`src/hw/timer_pkg.sv`:
```
// Purpose: Shared constants and types for the dual timer/counter
// Assumes: 8-bit special function register port, 50 MHz system clock
// Notes: Register offsets other than the mode register are local picks
package timer_pkg;

    // ========================================
    // Register offsets
    localparam logic [7:0] OFS_CONTROL = 8'h88;
    localparam logic [7:0] OFS_MODE = 8'h89;
    localparam logic [7:0] OFS_LOW0 = 8'h8a;
    localparam logic [7:0] OFS_LOW1 = 8'h8b;
    localparam logic [7:0] OFS_HIGH0 = 8'h8c;
    localparam logic [7:0] OFS_HIGH1 = 8'h8d;
    localparam logic [7:0] OFS_CLKDIV = 8'h8e;

    // ========================================
    // Reset values
    localparam logic [7:0] RST_BYTE = 8'h00;

    // ========================================
    // Control register bit positions
    localparam int BIT_OVF1 = 7;
    localparam int BIT_RUN1 = 6;
    localparam int BIT_OVF0 = 5;
    localparam int BIT_RUN0 = 4;

    // ========================================
    // Mode register bit positions
    localparam int BIT_GATE_CONTROL_1 = 7;
    localparam int BIT_SRC1 = 6;
    localparam int BIT_MODE1_HI = 5;
    localparam int BIT_MODE1_LO = 4;
    localparam int BIT_GATE_CONTROL_0 = 3;
    localparam int BIT_SRC0 = 2;
    localparam int BIT_MODE0_HI = 1;
    localparam int BIT_MODE0_LO = 0;

    // ========================================
    // Clock divider register bit positions
    localparam int BIT_TICK1 = 4;
    localparam int BIT_TICK0 = 3;

    // ========================================
    // Mode codes
    localparam logic [1:0] MODE_13 = 2'h0;
    localparam logic [1:0] MODE_16 = 2'h1;
    localparam logic [1:0] MODE_RELOAD = 2'h2;
    localparam logic [1:0] MODE_SPLIT = 2'h3;

    // ========================================
    // Tick prescaler
    localparam int TICK_DIV = 12;
    localparam logic [3:0] PRESC_LAST = 4'(TICK_DIV - 1);
    localparam logic [3:0] PRESC_ZERO = 4'h0;
    localparam logic [3:0] PRESC_ONE = 4'h1;

    typedef struct packed {
        logic [7:0] hi;
        logic [7:0] lo;
        logic ovf;
    } count_t;

    typedef struct packed {
        logic [7:0] addr;
        logic wr;
        logic [7:0] wdata;
    } sfr_req_t;

endpackage

```
`src/hw/fall_detect.sv`:
```
// Purpose: Falling-edge detector for an external event pin
// Assumes: Pin is synchronous to clk
// Notes: One-cycle pulse, one cycle after the low level is seen
`timescale 1ns/1ps
module fall_detect (
    input wire logic clk,
    input wire logic rst_n,
    input wire logic ce,
    input wire logic pin,
    output logic fall
);
    logic prev;
    logic next_prev;
    logic next_fall;

    always_comb begin
        next_prev = pin;
        next_fall = prev & ~pin;
    end

    // Idle level of the pin is high, so no edge right after reset
    always_ff @(posedge clk or negedge rst_n) begin
        if (!rst_n) begin
            prev <= 1'b1;
            fall <= 1'b0;
        end else if (ce) begin
            prev <= next_prev;
            fall <= next_fall;
        end
    end
endmodule

```
`src/hw/dual_timer_counter.sv`:
```
// Purpose: Two 16-bit timer/counters with four modes each
// Assumes: Register port is synchronous; pins synchronous to clk
// Notes: Read data is registered, one cycle behind the address
//
// Summary of operation
// [RULE1] Timer function advances once per tick: clock divided by one or twelve.
// [RULE2] Counter function advances on each falling edge of the event pin.
// [RULE3] Event source holds each level at least two clock cycles.
// [RULE4] 13-bit mode: high byte has top eight bits, low bits 4..0 rest.
// [RULE5] 13-bit rollover to zero sets the overflow flag.
// [RULE6] Source select 0 counts ticks, 1 counts event pin falling edges.
// [RULE7] Count only when run is set and gate off or gate input high.
// [RULE8] Setting run leaves the count unchanged.
// [RULE9] 16-bit mode counts over both bytes, configured like 13-bit.
// [RULE10] Auto-reload: low byte counts, reloads from high byte on rollover.
// [RULE11] Mode field 00 13-bit, 01 16-bit, 10 reload, 11 mode 3.
// [RULE12] Mode 3 splits timer 0 in two bytes; timer 1 stops.
// [RULE13] Timer 1 mirrors timer 0 with its own bits and inputs.
// [RULE14] Mode register holds gate, source, mode; resets zero; read/write.
// [RULE15] Mode 3 upper byte counts ticks under run 1, sets flag 1.
`timescale 1ns/1ps
module dual_timer_counter
    import timer_pkg::*;
(
    input wire logic clk,
    input wire logic rst_n,
    input wire logic ce,
    input wire timer_pkg::sfr_req_t sfr_req,
    output logic [7:0] sfr_rdata,
    input wire logic event_pin_0,
    input wire logic event_pin_1,
    input wire logic ext_gate_input_0,
    input wire logic ext_gate_input_1,
    output logic overflow_flag_0,
    output logic overflow_flag_1
);
    import timer_pkg::*;

    // ========================================
    // Step function shared by both timers
    function automatic count_t count_step(input logic [1:0] mode,
                                          input logic [7:0] lo,
                                          input logic [7:0] hi,
                                          input logic inc);
        count_t r;
        logic [12:0] v13;
        logic [15:0] v16;
        r.lo = lo;
        r.hi = hi;
        r.ovf = 1'b0;
        v13 = {hi, lo[4:0]};
        v16 = {hi, lo};
        if (inc) begin
            case (mode)
                // [RULE4] [RULE5] 13-bit count
                MODE_13: begin
                    r.ovf = &v13;
                    v13 = v13 + 13'h0001;
                    r.hi = v13[12:5];
                    r.lo = {lo[7:5], v13[4:0]};
                end
                // [RULE9] full 16 bits
                MODE_16: begin
                    r.ovf = &v16;
                    v16 = v16 + 16'h0001;
                    r.hi = v16[15:8];
                    r.lo = v16[7:0];
                end
                // [RULE10] reload from high byte
                MODE_RELOAD: begin
                    r.ovf = &lo;
                    r.lo = (&lo) ? hi : lo + 8'h01;
                end
                default: begin
                    r.ovf = &lo;
                    r.lo = lo + 8'h01;
                end
            endcase
        end
        return r;
    endfunction

    // ========================================
    // Registers
    logic [7:0] low_count_byte_0;
    logic [7:0] high_count_byte_0;
    logic [7:0] low_count_byte_1;
    logic [7:0] high_count_byte_1;
    logic [7:0] timer_mode_reg;
    logic [7:0] clock_divider_reg;
    logic run_bit_0;
    logic run_bit_1;
    logic [3:0] presc;

    logic [7:0] next_low0;
    logic [7:0] next_high0;
    logic [7:0] next_low1;
    logic [7:0] next_high1;
    logic [7:0] next_mode;
    logic [7:0] next_clkdiv;
    logic next_run0;
    logic next_run1;
    logic next_ovf0;
    logic next_ovf1;
    logic [3:0] next_presc;
    logic [7:0] next_rdata;

    logic fall0;
    logic fall1;

    fall_detect edge0 (
        .clk(clk),
        .rst_n(rst_n),
        .ce(ce),
        .pin(event_pin_0),
        .fall(fall0)
    );

    fall_detect edge1 (
        .clk(clk),
        .rst_n(rst_n),
        .ce(ce),
        .pin(event_pin_1),
        .fall(fall1)
    );

    // ========================================
    // Count logic
    logic gate_control_0;
    logic gate_control_1;
    logic count_source_sel_0;
    logic count_source_sel_1;
    logic [1:0] mode0;
    logic [1:0] mode1;
    logic tick_divider_sel_0;
    logic tick_divider_sel_1;
    logic presc_wrap;
    logic tick0;
    logic tick1;
    logic en0;
    logic en1;
    logic inc0;
    logic inc1;
    logic inc_split_hi;
    logic wr;
    count_t step0;
    count_t step1;
    count_t step_hi;

    always_comb begin
        gate_control_0 = timer_mode_reg[BIT_GATE_CONTROL_0];
        gate_control_1 = timer_mode_reg[BIT_GATE_CONTROL_1];
        count_source_sel_0 = timer_mode_reg[BIT_SRC0];
        count_source_sel_1 = timer_mode_reg[BIT_SRC1];
        // [RULE11] mode field positions
        mode0 = timer_mode_reg[BIT_MODE0_HI:BIT_MODE0_LO];
        mode1 = timer_mode_reg[BIT_MODE1_HI:BIT_MODE1_LO];
        tick_divider_sel_0 = clock_divider_reg[BIT_TICK0];
        tick_divider_sel_1 = clock_divider_reg[BIT_TICK1];

        // [RULE1] divide by one or twelve
        presc_wrap = (presc == PRESC_LAST);
        next_presc = presc_wrap ? PRESC_ZERO : presc + PRESC_ONE;
        tick0 = tick_divider_sel_0 | presc_wrap;
        tick1 = tick_divider_sel_1 | presc_wrap;

        // [RULE7] [RULE13] run and gate qualification
        en0 = run_bit_0 & (~gate_control_0 | ext_gate_input_0);
        en1 = run_bit_1 & (~gate_control_1 | ext_gate_input_1);
        // [RULE6] [RULE2] source select
        inc0 = en0 & (count_source_sel_0 ? fall0 : tick0);
        // [RULE12] timer 1 halts in mode 3
        inc1 = en1 & (count_source_sel_1 ? fall1 : tick1)
             & (mode1 != MODE_SPLIT);
        // [RULE15] split upper byte runs from ticks under run 1
        inc_split_hi = run_bit_1 & tick0 & (mode0 == MODE_SPLIT);

        step0 = count_step(mode0, low_count_byte_0, high_count_byte_0, inc0);
        step_hi = count_step(MODE_SPLIT, high_count_byte_0, RST_BYTE,
                             inc_split_hi);
        step1 = count_step(mode1, low_count_byte_1, high_count_byte_1, inc1);

        next_low0 = step0.lo;
        next_high0 = (mode0 == MODE_SPLIT) ? step_hi.lo : step0.hi;
        next_low1 = step1.lo;
        next_high1 = step1.hi;
        next_mode = timer_mode_reg;
        next_clkdiv = clock_divider_reg;
        next_run0 = run_bit_0;
        next_run1 = run_bit_1;
        next_ovf0 = overflow_flag_0;
        next_ovf1 = overflow_flag_1;

        // Software writes to the count bytes win over counting in the same cycle
        wr = sfr_req.wr;
        if (wr) begin
            case (sfr_req.addr)
                OFS_LOW0: next_low0 = sfr_req.wdata;
                OFS_HIGH0: next_high0 = sfr_req.wdata;
                OFS_LOW1: next_low1 = sfr_req.wdata;
                OFS_HIGH1: next_high1 = sfr_req.wdata;
                // [RULE14] mode register write
                OFS_MODE: next_mode = sfr_req.wdata;
                OFS_CLKDIV: begin
                    next_clkdiv = RST_BYTE;
                    next_clkdiv[BIT_TICK0] = sfr_req.wdata[BIT_TICK0];
                    next_clkdiv[BIT_TICK1] = sfr_req.wdata[BIT_TICK1];
                end
                // [RULE8] run bits touch no count
                OFS_CONTROL: begin
                    next_run0 = sfr_req.wdata[BIT_RUN0];
                    next_run1 = sfr_req.wdata[BIT_RUN1];
                    next_ovf0 = sfr_req.wdata[BIT_OVF0];
                    next_ovf1 = sfr_req.wdata[BIT_OVF1];
                end
                default: ;
            endcase
        end

        // [RULE5] flags set by overflow; a set beats a clear
        if (step0.ovf) begin
            next_ovf0 = 1'b1;
        end
        // Timer 1 loses its flag to the split upper byte in mode 3
        if (mode0 == MODE_SPLIT) begin
            if (step_hi.ovf) begin
                next_ovf1 = 1'b1;
            end
        end else if (step1.ovf) begin
            next_ovf1 = 1'b1;
        end

        next_rdata = RST_BYTE;
        case (sfr_req.addr)
            OFS_LOW0: next_rdata = low_count_byte_0;
            OFS_HIGH0: next_rdata = high_count_byte_0;
            OFS_LOW1: next_rdata = low_count_byte_1;
            OFS_HIGH1: next_rdata = high_count_byte_1;
            OFS_MODE: next_rdata = timer_mode_reg;
            OFS_CLKDIV: next_rdata = clock_divider_reg;
            OFS_CONTROL: begin
                next_rdata[BIT_RUN0] = run_bit_0;
                next_rdata[BIT_RUN1] = run_bit_1;
                next_rdata[BIT_OVF0] = overflow_flag_0;
                next_rdata[BIT_OVF1] = overflow_flag_1;
            end
            default: next_rdata = RST_BYTE;
        endcase
    end

    // ========================================
    // State registers
    always_ff @(posedge clk or negedge rst_n) begin
        if (!rst_n) begin
            low_count_byte_0 <= RST_BYTE;
            high_count_byte_0 <= RST_BYTE;
            low_count_byte_1 <= RST_BYTE;
            high_count_byte_1 <= RST_BYTE;
            timer_mode_reg <= RST_BYTE;
            clock_divider_reg <= RST_BYTE;
            run_bit_0 <= 1'b0;
            run_bit_1 <= 1'b0;
            overflow_flag_0 <= 1'b0;
            overflow_flag_1 <= 1'b0;
            presc <= PRESC_ZERO;
            sfr_rdata <= RST_BYTE;
        end else if (ce) begin
            low_count_byte_0 <= next_low0;
            high_count_byte_0 <= next_high0;
            low_count_byte_1 <= next_low1;
            high_count_byte_1 <= next_high1;
            timer_mode_reg <= next_mode;
            clock_divider_reg <= next_clkdiv;
            run_bit_0 <= next_run0;
            run_bit_1 <= next_run1;
            overflow_flag_0 <= next_ovf0;
            overflow_flag_1 <= next_ovf1;
            presc <= next_presc;
            sfr_rdata <= next_rdata;
        end
    end
endmodule

```
`config.mk`:
```
export PLATFORM = sky130hd
export DESIGN_NAME = dual_timer_counter
export DESIGN_NICKNAME = d
export VERILOG_FILES = /design/src/hw/timer_pkg.sv /design/src/hw/fall_detect.sv /design/src/hw/dual_timer_counter.sv
export SDC_FILE = /design/constraint.sdc
export NUM_CORES = 1
export LEC_CHECK = 0
export BUFFER_PORTS_ARGS = -buffer_cell sky130_fd_sc_hd__buf_4
export CORE_ASPECT_RATIO = 1.1
export CORE_MARGIN = 1.5
export CORE_UTILIZATION = 65
export CTS_CLUSTER_DIAMETER = 200
export CTS_CLUSTER_SIZE = 14
export DETAILED_ROUTE_END_ITERATION = 8
export PLACE_DENSITY = 0.95
export SYNTH_ARGS = -nofsm -noshare
export SYNTH_HDL_FRONTEND = slang
export SYNTH_HIERARCHICAL = 1
export SYNTH_SLANG_ARGS = --single-unit
export TNS_END_PERCENT = 5
```
`constraint.sdc`:
```
create_clock -name clk -period 6.18 [get_ports clk]
set_input_delay 0.618 -clock clk [delete_from_list [all_inputs] [get_ports clk]]
set_output_delay 0.618 -clock clk [all_outputs]
set_load 0.01 [all_outputs]
```
==> results of run 1 <==
per-layer routing:
metal	track usage [%]	wire, um	vias to the layer above	share of wire, %
li1	-	-	1980	-
met4	18.75	681	0	4.9
met3	8.384	1491	81	11
met1	50.59	5011	2163	36
met5	0	0	-	0
met2	60.30	6598	345	48
area by class of cell:
type                       count  area, um2  share of cell area, %
sequential                    62       1554                  31.74
clock inverter                 6      62.56                  1.278
clock buffer                  10      127.6                  2.607
inverter                      22      82.58                  1.687
multi-input combinational    399       2719                  55.53
timing repair buffer          33      247.7                  5.060
tap                           82      102.6                  2.096
worst paths after layout:
path	from	depth (start not counted)	endpoint
max	low_count_byte_1[0]	7	low_count_byte_1[3]
max reg2reg	low_count_byte_1[0]	7	low_count_byte_1[3]
max in group asynchronous	rst_n	1	timer_mode_reg[3]
min in group clk	event_pin_1	2	edge1/prev
min	rst_n	1	high_count_byte_0[4]
min reg2reg	sfr_rdata[3]	2	sfr_rdata[3]
Yosys cell counts (5+ instances only):
| cell | count | share of area (%) |
|---|---|---|
| sky130_fd_sc_hd__nor2_1 | 29 | 2.4 |
| sky130_fd_sc_hd__o211ai_1 | 5 | 0.82 |
| sky130_fd_sc_hd__a21oi_1 | 43 | 4.7 |
| sky130_fd_sc_hd__a31oi_1 | 10 | 1.4 |
| sky130_fd_sc_hd__nor2b_1 | 6 | 0.82 |
| sky130_fd_sc_hd__nand4_1 | 5 | 0.69 |
| sky130_fd_sc_hd__inv_1 | 21 | 1.7 |
| sky130_fd_sc_hd__nand2b_1 | 7 | 0.96 |
| sky130_fd_sc_hd__buf_2 | 10 | 1.1 |
| sky130_fd_sc_hd__o22ai_1 | 25 | 3.4 |
| sky130_fd_sc_hd__o21ai_0 | 27 | 3.0 |
| sky130_fd_sc_hd__or3_1 | 5 | 0.69 |
| sky130_fd_sc_hd__dfrtp_1 | 60 | 33 |
| sky130_fd_sc_hd__mux2_2 | 25 | 6.2 |
| sky130_fd_sc_hd__nand3b_1 | 6 | 0.99 |
| sky130_fd_sc_hd__clkbuf_1 | 15 | 1.2 |
| sky130_fd_sc_hd__a22o_1 | 6 | 1.2 |
| sky130_fd_sc_hd__nand2_1 | 43 | 3.5 |
| sky130_fd_sc_hd__mux2i_1 | 5 | 1.1 |
| sky130_fd_sc_hd__nand3_1 | 24 | 2.6 |
| sky130_fd_sc_hd__and3_1 | 9 | 1.2 |
| sky130_fd_sc_hd__a21o_1 | 6 | 0.99 |
| sky130_fd_sc_hd__a22oi_1 | 8 | 1.3 |
| sky130_fd_sc_hd__nor3_1 | 12 | 1.3 |
cell families (layout without fill, tap and decap cells):
kind of cell,Yosys count,after routing
AO/OA/AOI/OAI,183,183
XOR/XNOR,3,3
adder cells (fa/ha/maj),4,4
buffers and inverters,57,71
flip-flops,62,62
multiplexers,36,36
AND/OR/NAND/NOR,173,173
per-stage QoR:
stage	hold slack, ns	power [mW]
final	0.3391	0.9994
after floorplan	0.3224	0.5825
after CTS	0.3758	0.9937
after global placement	0.5102	0.6332
after global routing	0.4020	1.036
after detailed placement	0.5160	0.6436
placed cells by master (no fill, tap or decap), types with 7 or more instances in the layout:
| cell | count |
|---|---|
| sky130_fd_sc_hd__a21oi_1 | 43 |
| sky130_fd_sc_hd__a22oi_1 | 8 |
| sky130_fd_sc_hd__a31oi_1 | 10 |
| sky130_fd_sc_hd__and3_1 | 9 |
| sky130_fd_sc_hd__buf_4 | 33 |
| sky130_fd_sc_hd__clkbuf_8 | 9 |
| sky130_fd_sc_hd__dfrtp_1 | 60 |
| sky130_fd_sc_hd__inv_1 | 21 |
| sky130_fd_sc_hd__mux2_2 | 25 |
| sky130_fd_sc_hd__nand2_1 | 43 |
| sky130_fd_sc_hd__nand2b_1 | 7 |
| sky130_fd_sc_hd__nand3_1 | 24 |
| sky130_fd_sc_hd__nor2_1 | 29 |
| sky130_fd_sc_hd__nor3_1 | 12 |
| sky130_fd_sc_hd__o21ai_0 | 27 |
| sky130_fd_sc_hd__o22ai_1 | 25 |
worst max-delay path, cell delays in order (launching register included):
cell	delay [ns]
sky130_fd_sc_hd__dfrtp_1	0.48
sky130_fd_sc_hd__ha_1	0.27
sky130_fd_sc_hd__and4_1	0.39
sky130_fd_sc_hd__nor4b_4	0.55
sky130_fd_sc_hd__mux2_4	0.35
sky130_fd_sc_hd__nand3_2	0.08
sky130_fd_sc_hd__o21ai_2	0.07
sky130_fd_sc_hd__a21oi_2	0.14
power groups by stage:
stage / Combinational (mW) / Sequential, mW / Clock (mW)
global placement: 0.146 / 0.487 / 0
CTS: 0.155 / 0.481 / 0.357
floorplan: 0.115 / 0.468 / 0
finish: 0.159 / 0.485 / 0.356
detailed placement: 0.154 / 0.489 / 0
global route: 0.172 / 0.488 / 0.376
==> results.txt, run 1 <==
The worst path needs ~2.4 ns of the cycle, external delays included. The number of buffers created by CTS came out at 9. The global route total overflow came out at 0. The wire length of the first global-routing pass came out at about 22000 um. The CTS tree is yes.

Once placement finished, the instance area stood at 4706 um2. The part of the total power dissipated in combinational logic came out at between 10% and 20%. The portion of the post-synthesis area used by sequential elements is 34.15%. Hold repair after CTS inserted 0 buffers. The maximum ir drop on the vdd rail is approximately 0.18 mV. The critical path in this run is classified as reg2reg. The area of the core came out at 6671 um2. The combined global-route utilization of all metal layers came out at 38.85%. STA puts the critical path data arrival time at 2.69 ns. The number of enable-type register cells in the synthesized netlist is 0.

The capturing element type of the critical path is a flop. The sort of element at the start of the critical path is a flop. In this run, placement finished with an instance count of about 600.

Setup repair after global routing left no endpoint under its margin. The transition time at the pin with the least slew margin is between 0.9 and 1 ns. The width of the die is 82.78 um.

The growth of design area from synthesis to finish came out at 7.589%. The final number of hold-violating endpoints is 0. The area fraction in compound gates after synthesis is 27.25%. The fraction of the mapped netlist area in adder cells came out at 1.100%. The post-route netlist has about a fifth of its cells at a drive strength greater than 1. For the final database, setup skew stands at 0.006289 ns. The minimum setup slack in the final design came out at 3.768 ns.

The normalized max-slew margin came out at 39.10%. The synthesized area per cell came out at a little under 9 um2. Clock-pin slew was measured on the worst setup and hold paths at approximately 0.07 ns.

For this configuration, the core starts out at a cell density of 68.21%. The via total after detailed routing is 4569. The path class of the tightest hold or removal check is in2async. The initial antenna violation count came out at 0. The final-stage net count came out at between 500 and 600. The finished layout holds roughly 610 standard cells, fillers aside. The utilization after layout is about 73%. The number of endpoints failing setup at the final stage came out at 0. The synthesized netlist devotes 21.23% of its cell area to simple gates. The number of rows in the core area is 31. The switching fraction of total power came out at 30.76%. The number of pins with negative max-slew slack in the final report is 0. The clock network is responsible for 35.6% of the overall power. The height of the die came out at 90.76 um.

The switching power came out at about 0.3 mW. The power density of the placed cells is roughly 200 nW/um2. The total nets after synthesis is around 550. The tree is rooted in a sky130_fd_sc_hd__clkbuf_8. The pre-antenna-repair detailed-routing pass consisted of 7 iterations. The netlist uses 84 different library cells. Input and output buffers added on the ports amount to 33. The synthesized area came out at 4551 um2. Max-cap violations in this run came to 0. The average via count per standard cell came out at 7.441. The number of global-route vias before repair is 4298. The maximum net fanout on the critical path is 8. The final HPWL from detailed placement came out at 9465 um.

The standby leakage power is 1.970 nW. After synthesis, the largest family of logic cells by area is compound AO/OA/AOI/OAI gates. The Yosys warning count came out at 6.

Data on the critical path is required at its endpoint by 6.46 ns. At the end of routability-driven placement, the weighted congestion stood at approximately 1. After layout, the worst path uses 39.02% of the clock period. The post-place setup slack is around 3.5 ns.

The number of resized instances in the post-cts repair step is 0. Summed over all failing endpoints, the final setup total negative slack is 0 ns. The layout filler cell count is 472. The clock insertion delay at the later pin of the skew report is about 0.35 ns.

In this run the deepest clock path goes through 2 buffers. The number of I/O pins is 34. The overall die area is roughly 7500 um2.

The share of power burned in registers is 48.5%. The count of routing violations after the opening detailed-route iteration is 773. The clock sink count is 62.

The peak clock frequency supported by timing came out at slightly above 400 MHz. The number of antenna cells inserted came out at 0. The final standard cell area without fillers is 4896 um2. The synthesized netlist devotes 0.5774% of its cell area to XOR and XNOR gates. The CTS H-tree depth is 3. The count of buffers added by post-CTS timing repair for setup is 0. Of the post-synthesis cell area, the part taken by muxes is 9.596%. The async set-or-reset flop fraction in the synthesized netlist came out at between 90% and 100%. In this run the register-to-register setup slack is 3.77 ns. The internal power component is 0.6920 mW. The average wire length per cell after detail routing is 22.45 um.

Synthesis produced 518 cells. The run finished with clean final reports. The total wire length is 13780 um. The detail route stage leaves a number of antenna-violating nets equal to 0. The count of state elements after synthesis came out at 62.

The maximum number of pins on one net before global-route repair came out at 92. For this run, design rule violations remaining after detail routing come to 0. Among all flip-flop cells after synthesis, the most frequent one is sky130_fd_sc_hd__dfrtp_1.
Note: power is estimated with default switching activity, not from simulation.
==> run 2, diff against run 1 <==
--- a/config.mk
+++ b/config.mk
@@ -8,11 +8,11 @@
 export BUFFER_PORTS_ARGS = -buffer_cell sky130_fd_sc_hd__buf_4
 export CORE_ASPECT_RATIO = 1.1
 export CORE_MARGIN = 1.5
-export CORE_UTILIZATION = 65
+export CORE_UTILIZATION = 61
 export CTS_CLUSTER_DIAMETER = 200
 export CTS_CLUSTER_SIZE = 14
 export DETAILED_ROUTE_END_ITERATION = 8
-export PLACE_DENSITY = 0.95
+export PLACE_DENSITY = 0.91
 export SYNTH_ARGS = -nofsm -noshare
 export SYNTH_HDL_FRONTEND = slang
 export SYNTH_HIERARCHICAL = 1
==> constraint.sdc (replaced) <==
create_clock -name clk -period 2.4 [get_ports clk]
set_input_delay 0.24 -clock clk [delete_from_list [all_inputs] [get_ports clk]]
set_output_delay 0.24 -clock clk [all_outputs]
set_load 0.01 [all_outputs]
==> run 2 against run 1 <==
Against the previous run: the run now ends with design-rule violations, negative hold slack left; design area grew 2.4%; sequential share of layout area decreased by 0.75 points; non-clock buffer count up 13; via count fell by 0.68%; count of clock-buffer cells in the layout did not move; sequential cell count unchanged; final cell count increased by 2.6%; global-route usage shrank 2.8 points.
==> results.txt, run 2 (synthesized netlist as in run 1, its figures left out) <==
The data required time at the worst endpoint is between 2 and 3 ns. Row generation in the floorplan step produced 32 rows. The checks that failed: design-rule violations, negative hold slack.

In the layout the commonest cells are sky130_fd_sc_hd__dfrtp_1, sky130_fd_sc_hd__buf_4, sky130_fd_sc_hd__a21oi_1, sky130_fd_sc_hd__nand2_1, sky130_fd_sc_hd__nor2_1. The average wire length per cell after detail routing came out at 22.17 um. The height of the die is 93.59 um.

The final number of hold-violating endpoints is 53. The final standard cell area without fillers is around 5000 um2. On the final layout, the worst clock skew is 0.007603 ns.

The width of the die came out at 85.35 um. The cell count of the worst reg-to-reg path came out at 7. The number of resized instances in the post-cts repair step came out at 0. After layout, the design draws a total of 2.630 mW. The worst-case hold slack is -0.02972 ns. Setup violations remaining at the end of the flow were counted as 0. The library cell used most frequently in the layout, excluding fill and tap cells, is sky130_fd_sc_hd__dfrtp_1.

The number of clock buffers added by TritonCTS is 9. The number of pins with negative max-slew slack in the final report came out at 0. The number of instances in the placed design is 614. The number of design rule violations left after detail routing is 1. For the worst-skew pair, the clock arrives at the later sink with an insertion delay of between 0.3 and 0.4 ns. The detailed-routing iteration count for the pre-antenna-repair pass came out at 9. The normalized max-slew margin came out at 47.04%. The transition time at the pin with the least slew margin came out at 0.7943 ns. The root cell of the clock tree is sky130_fd_sc_hd__clkbuf_8. The clock net in this run drives a total of 62 sinks. The count of maximum capacitance violations is 0. The tightest min-delay check is of the in2async type. The cts-stage hold buffer count is 0. For this run, the top clock speed supported by timing is approximately 450 MHz. Summed over all layers, the routed wires come to 13970 um. The maximum number of pins on one net before global-route repair is 63. The minimum setup slack in the final design came out at 0.1849 ns.

In the final timing run, aggregate negative setup slack is 0 ns. The starting density of the core came out at 63.85%. In this run the standard cell core region covers roughly 7100 um2. The flow ran to the end, but the final reports show violations. In this run the tool buffered the top-level ports with 33 buffer cells. The final standard cell count with taps included and fillers excluded came out at 630. The maximum buffer depth of the clock tree is 2. The CTS H-tree depth is 3.

The worst setup path is captured at a flop. The wire length of the first global-routing pass came out at 22000 um. The congestion estimate from routability-driven global placement came to 0.9767.

The count of routing violations after the opening detailed-route iteration is roughly 450. The number of antenna cells inserted came out at 0. The setup path with the least slack is of type reg2reg.

The via total after detailed routing is 4538. The cell area after placement is 4807 um2. The final HPWL from detailed placement came out at slightly above 10000 um. In the routed layout, each cell is associated on average with a via count of 7.203. The utilization after layout is 70.37%. After clock tree synthesis, the clock-pin slew on the worst setup and hold paths is 0.07 ns. The post-route netlist has 22.39% of its cells at a drive strength greater than 1.

The combined global-route utilization of all metal layers is a little over a third. The multi-input logic area is 2719 um2. The filler cells instantiated in the layout total 549. The worst setup path is launched from a flop. After global routing the overflow that remains totals 0.

Data arrives at the worst endpoint at 2.49 ns. The maximum ir drop on the vdd rail is between 0.4 and 0.5 mV. The power density of the placed cells came out at 524.5 nW/um2. The number of routed nets with antenna violations came out at 0. For flop-to-flop paths, the worst setup slack is 0.18 ns. The worst flop-to-flop path endpoint is high_count_byte_0[4]. The initial antenna violation count came to 0. The time the worst path needs with I/O delays and setup came out at 2.215 ns. The number of global-route vias before repair is 4174.

The CTS tree is yes. Timing analysis after detailed placement gives a worst setup slack of about 0.30 ns. The worst path uses between 90% and 100% of the clock period.

Setup repair after global routing left no endpoint under its margin. The growth of design area from synthesis to finish is 10.20%. After clock tree synthesis, the setup repair step added 0 buffers. The overall die area came out at 7987 um2. The maximum net fanout on the critical path came out at 8. The sequential cells in the finished layout cover a total of 1554 um2. In this run the critical register-to-register path is launched from high_count_byte_0[1]. The analysis attributes to cell leakage a power of between 2 and 2.5 nW. At the end of the flow, the number of nets in the layout was between 500 and 600. For this design the top-level I/O count stands at 34.
-- run 2: worst max path at each step --
stage | slack, ns | endpoint | from
floorplan | 0.46 | low_count_byte_1[3] | low_count_byte_1[0]
global placement | 0.32 | high_count_byte_1[4] | low_count_byte_1[1]
detailed placement | 0.30 | high_count_byte_1[3] | sfr_req[14]
CTS | 0.27 | high_count_byte_0[1] | presc[0]
global route | 0.02 | high_count_byte_0[4] | high_count_byte_0[1]
finish | 0.18 | high_count_byte_0[4] | high_count_byte_0[1]
-- run 2: layout make-up --
class	count	area share [%]
multi-input cells	399	54.22
flip-flops and latches	62	30.99
repair buffers	46	6.886
clock buffers	10	2.745
well taps	85	2.121
inverters	22	1.647
clock inverters	6	1.397
-- run 2: power breakdown --
group          internal (mW)  total, mW  switching, mW
logic                  0.190      0.419          0.230
clock network          0.513      0.976          0.464
registers               1.12       1.23          0.114
total                   1.82       2.63          0.807
-- run 2: routing by layer --
layer  part of all wire [%]  vias to the layer above  track usage, %  wire [um]
met5                      0                        -               0          0
met4                    4.2                        0           15.32        591
met3                    9.8                       59           6.531       1368
met2                     46                      313           57.67       6479
met1                     40                     2144           48.21       5529
li1                       -                     2022               -          -
-- run 2: critical path, cell delays in order, from the launching register on --
cell,delay (ns)
sky130_fd_sc_hd__dfrtp_1,0.52
sky130_fd_sc_hd__ha_1,0.28
sky130_fd_sc_hd__nand3_1,0.21
sky130_fd_sc_hd__nor3_1,0.35
sky130_fd_sc_hd__nor4bb_1,0.35
sky130_fd_sc_hd__a211o_1,0.17
sky130_fd_sc_hd__a22oi_1,0.10
sky130_fd_sc_hd__a21oi_1,0.16
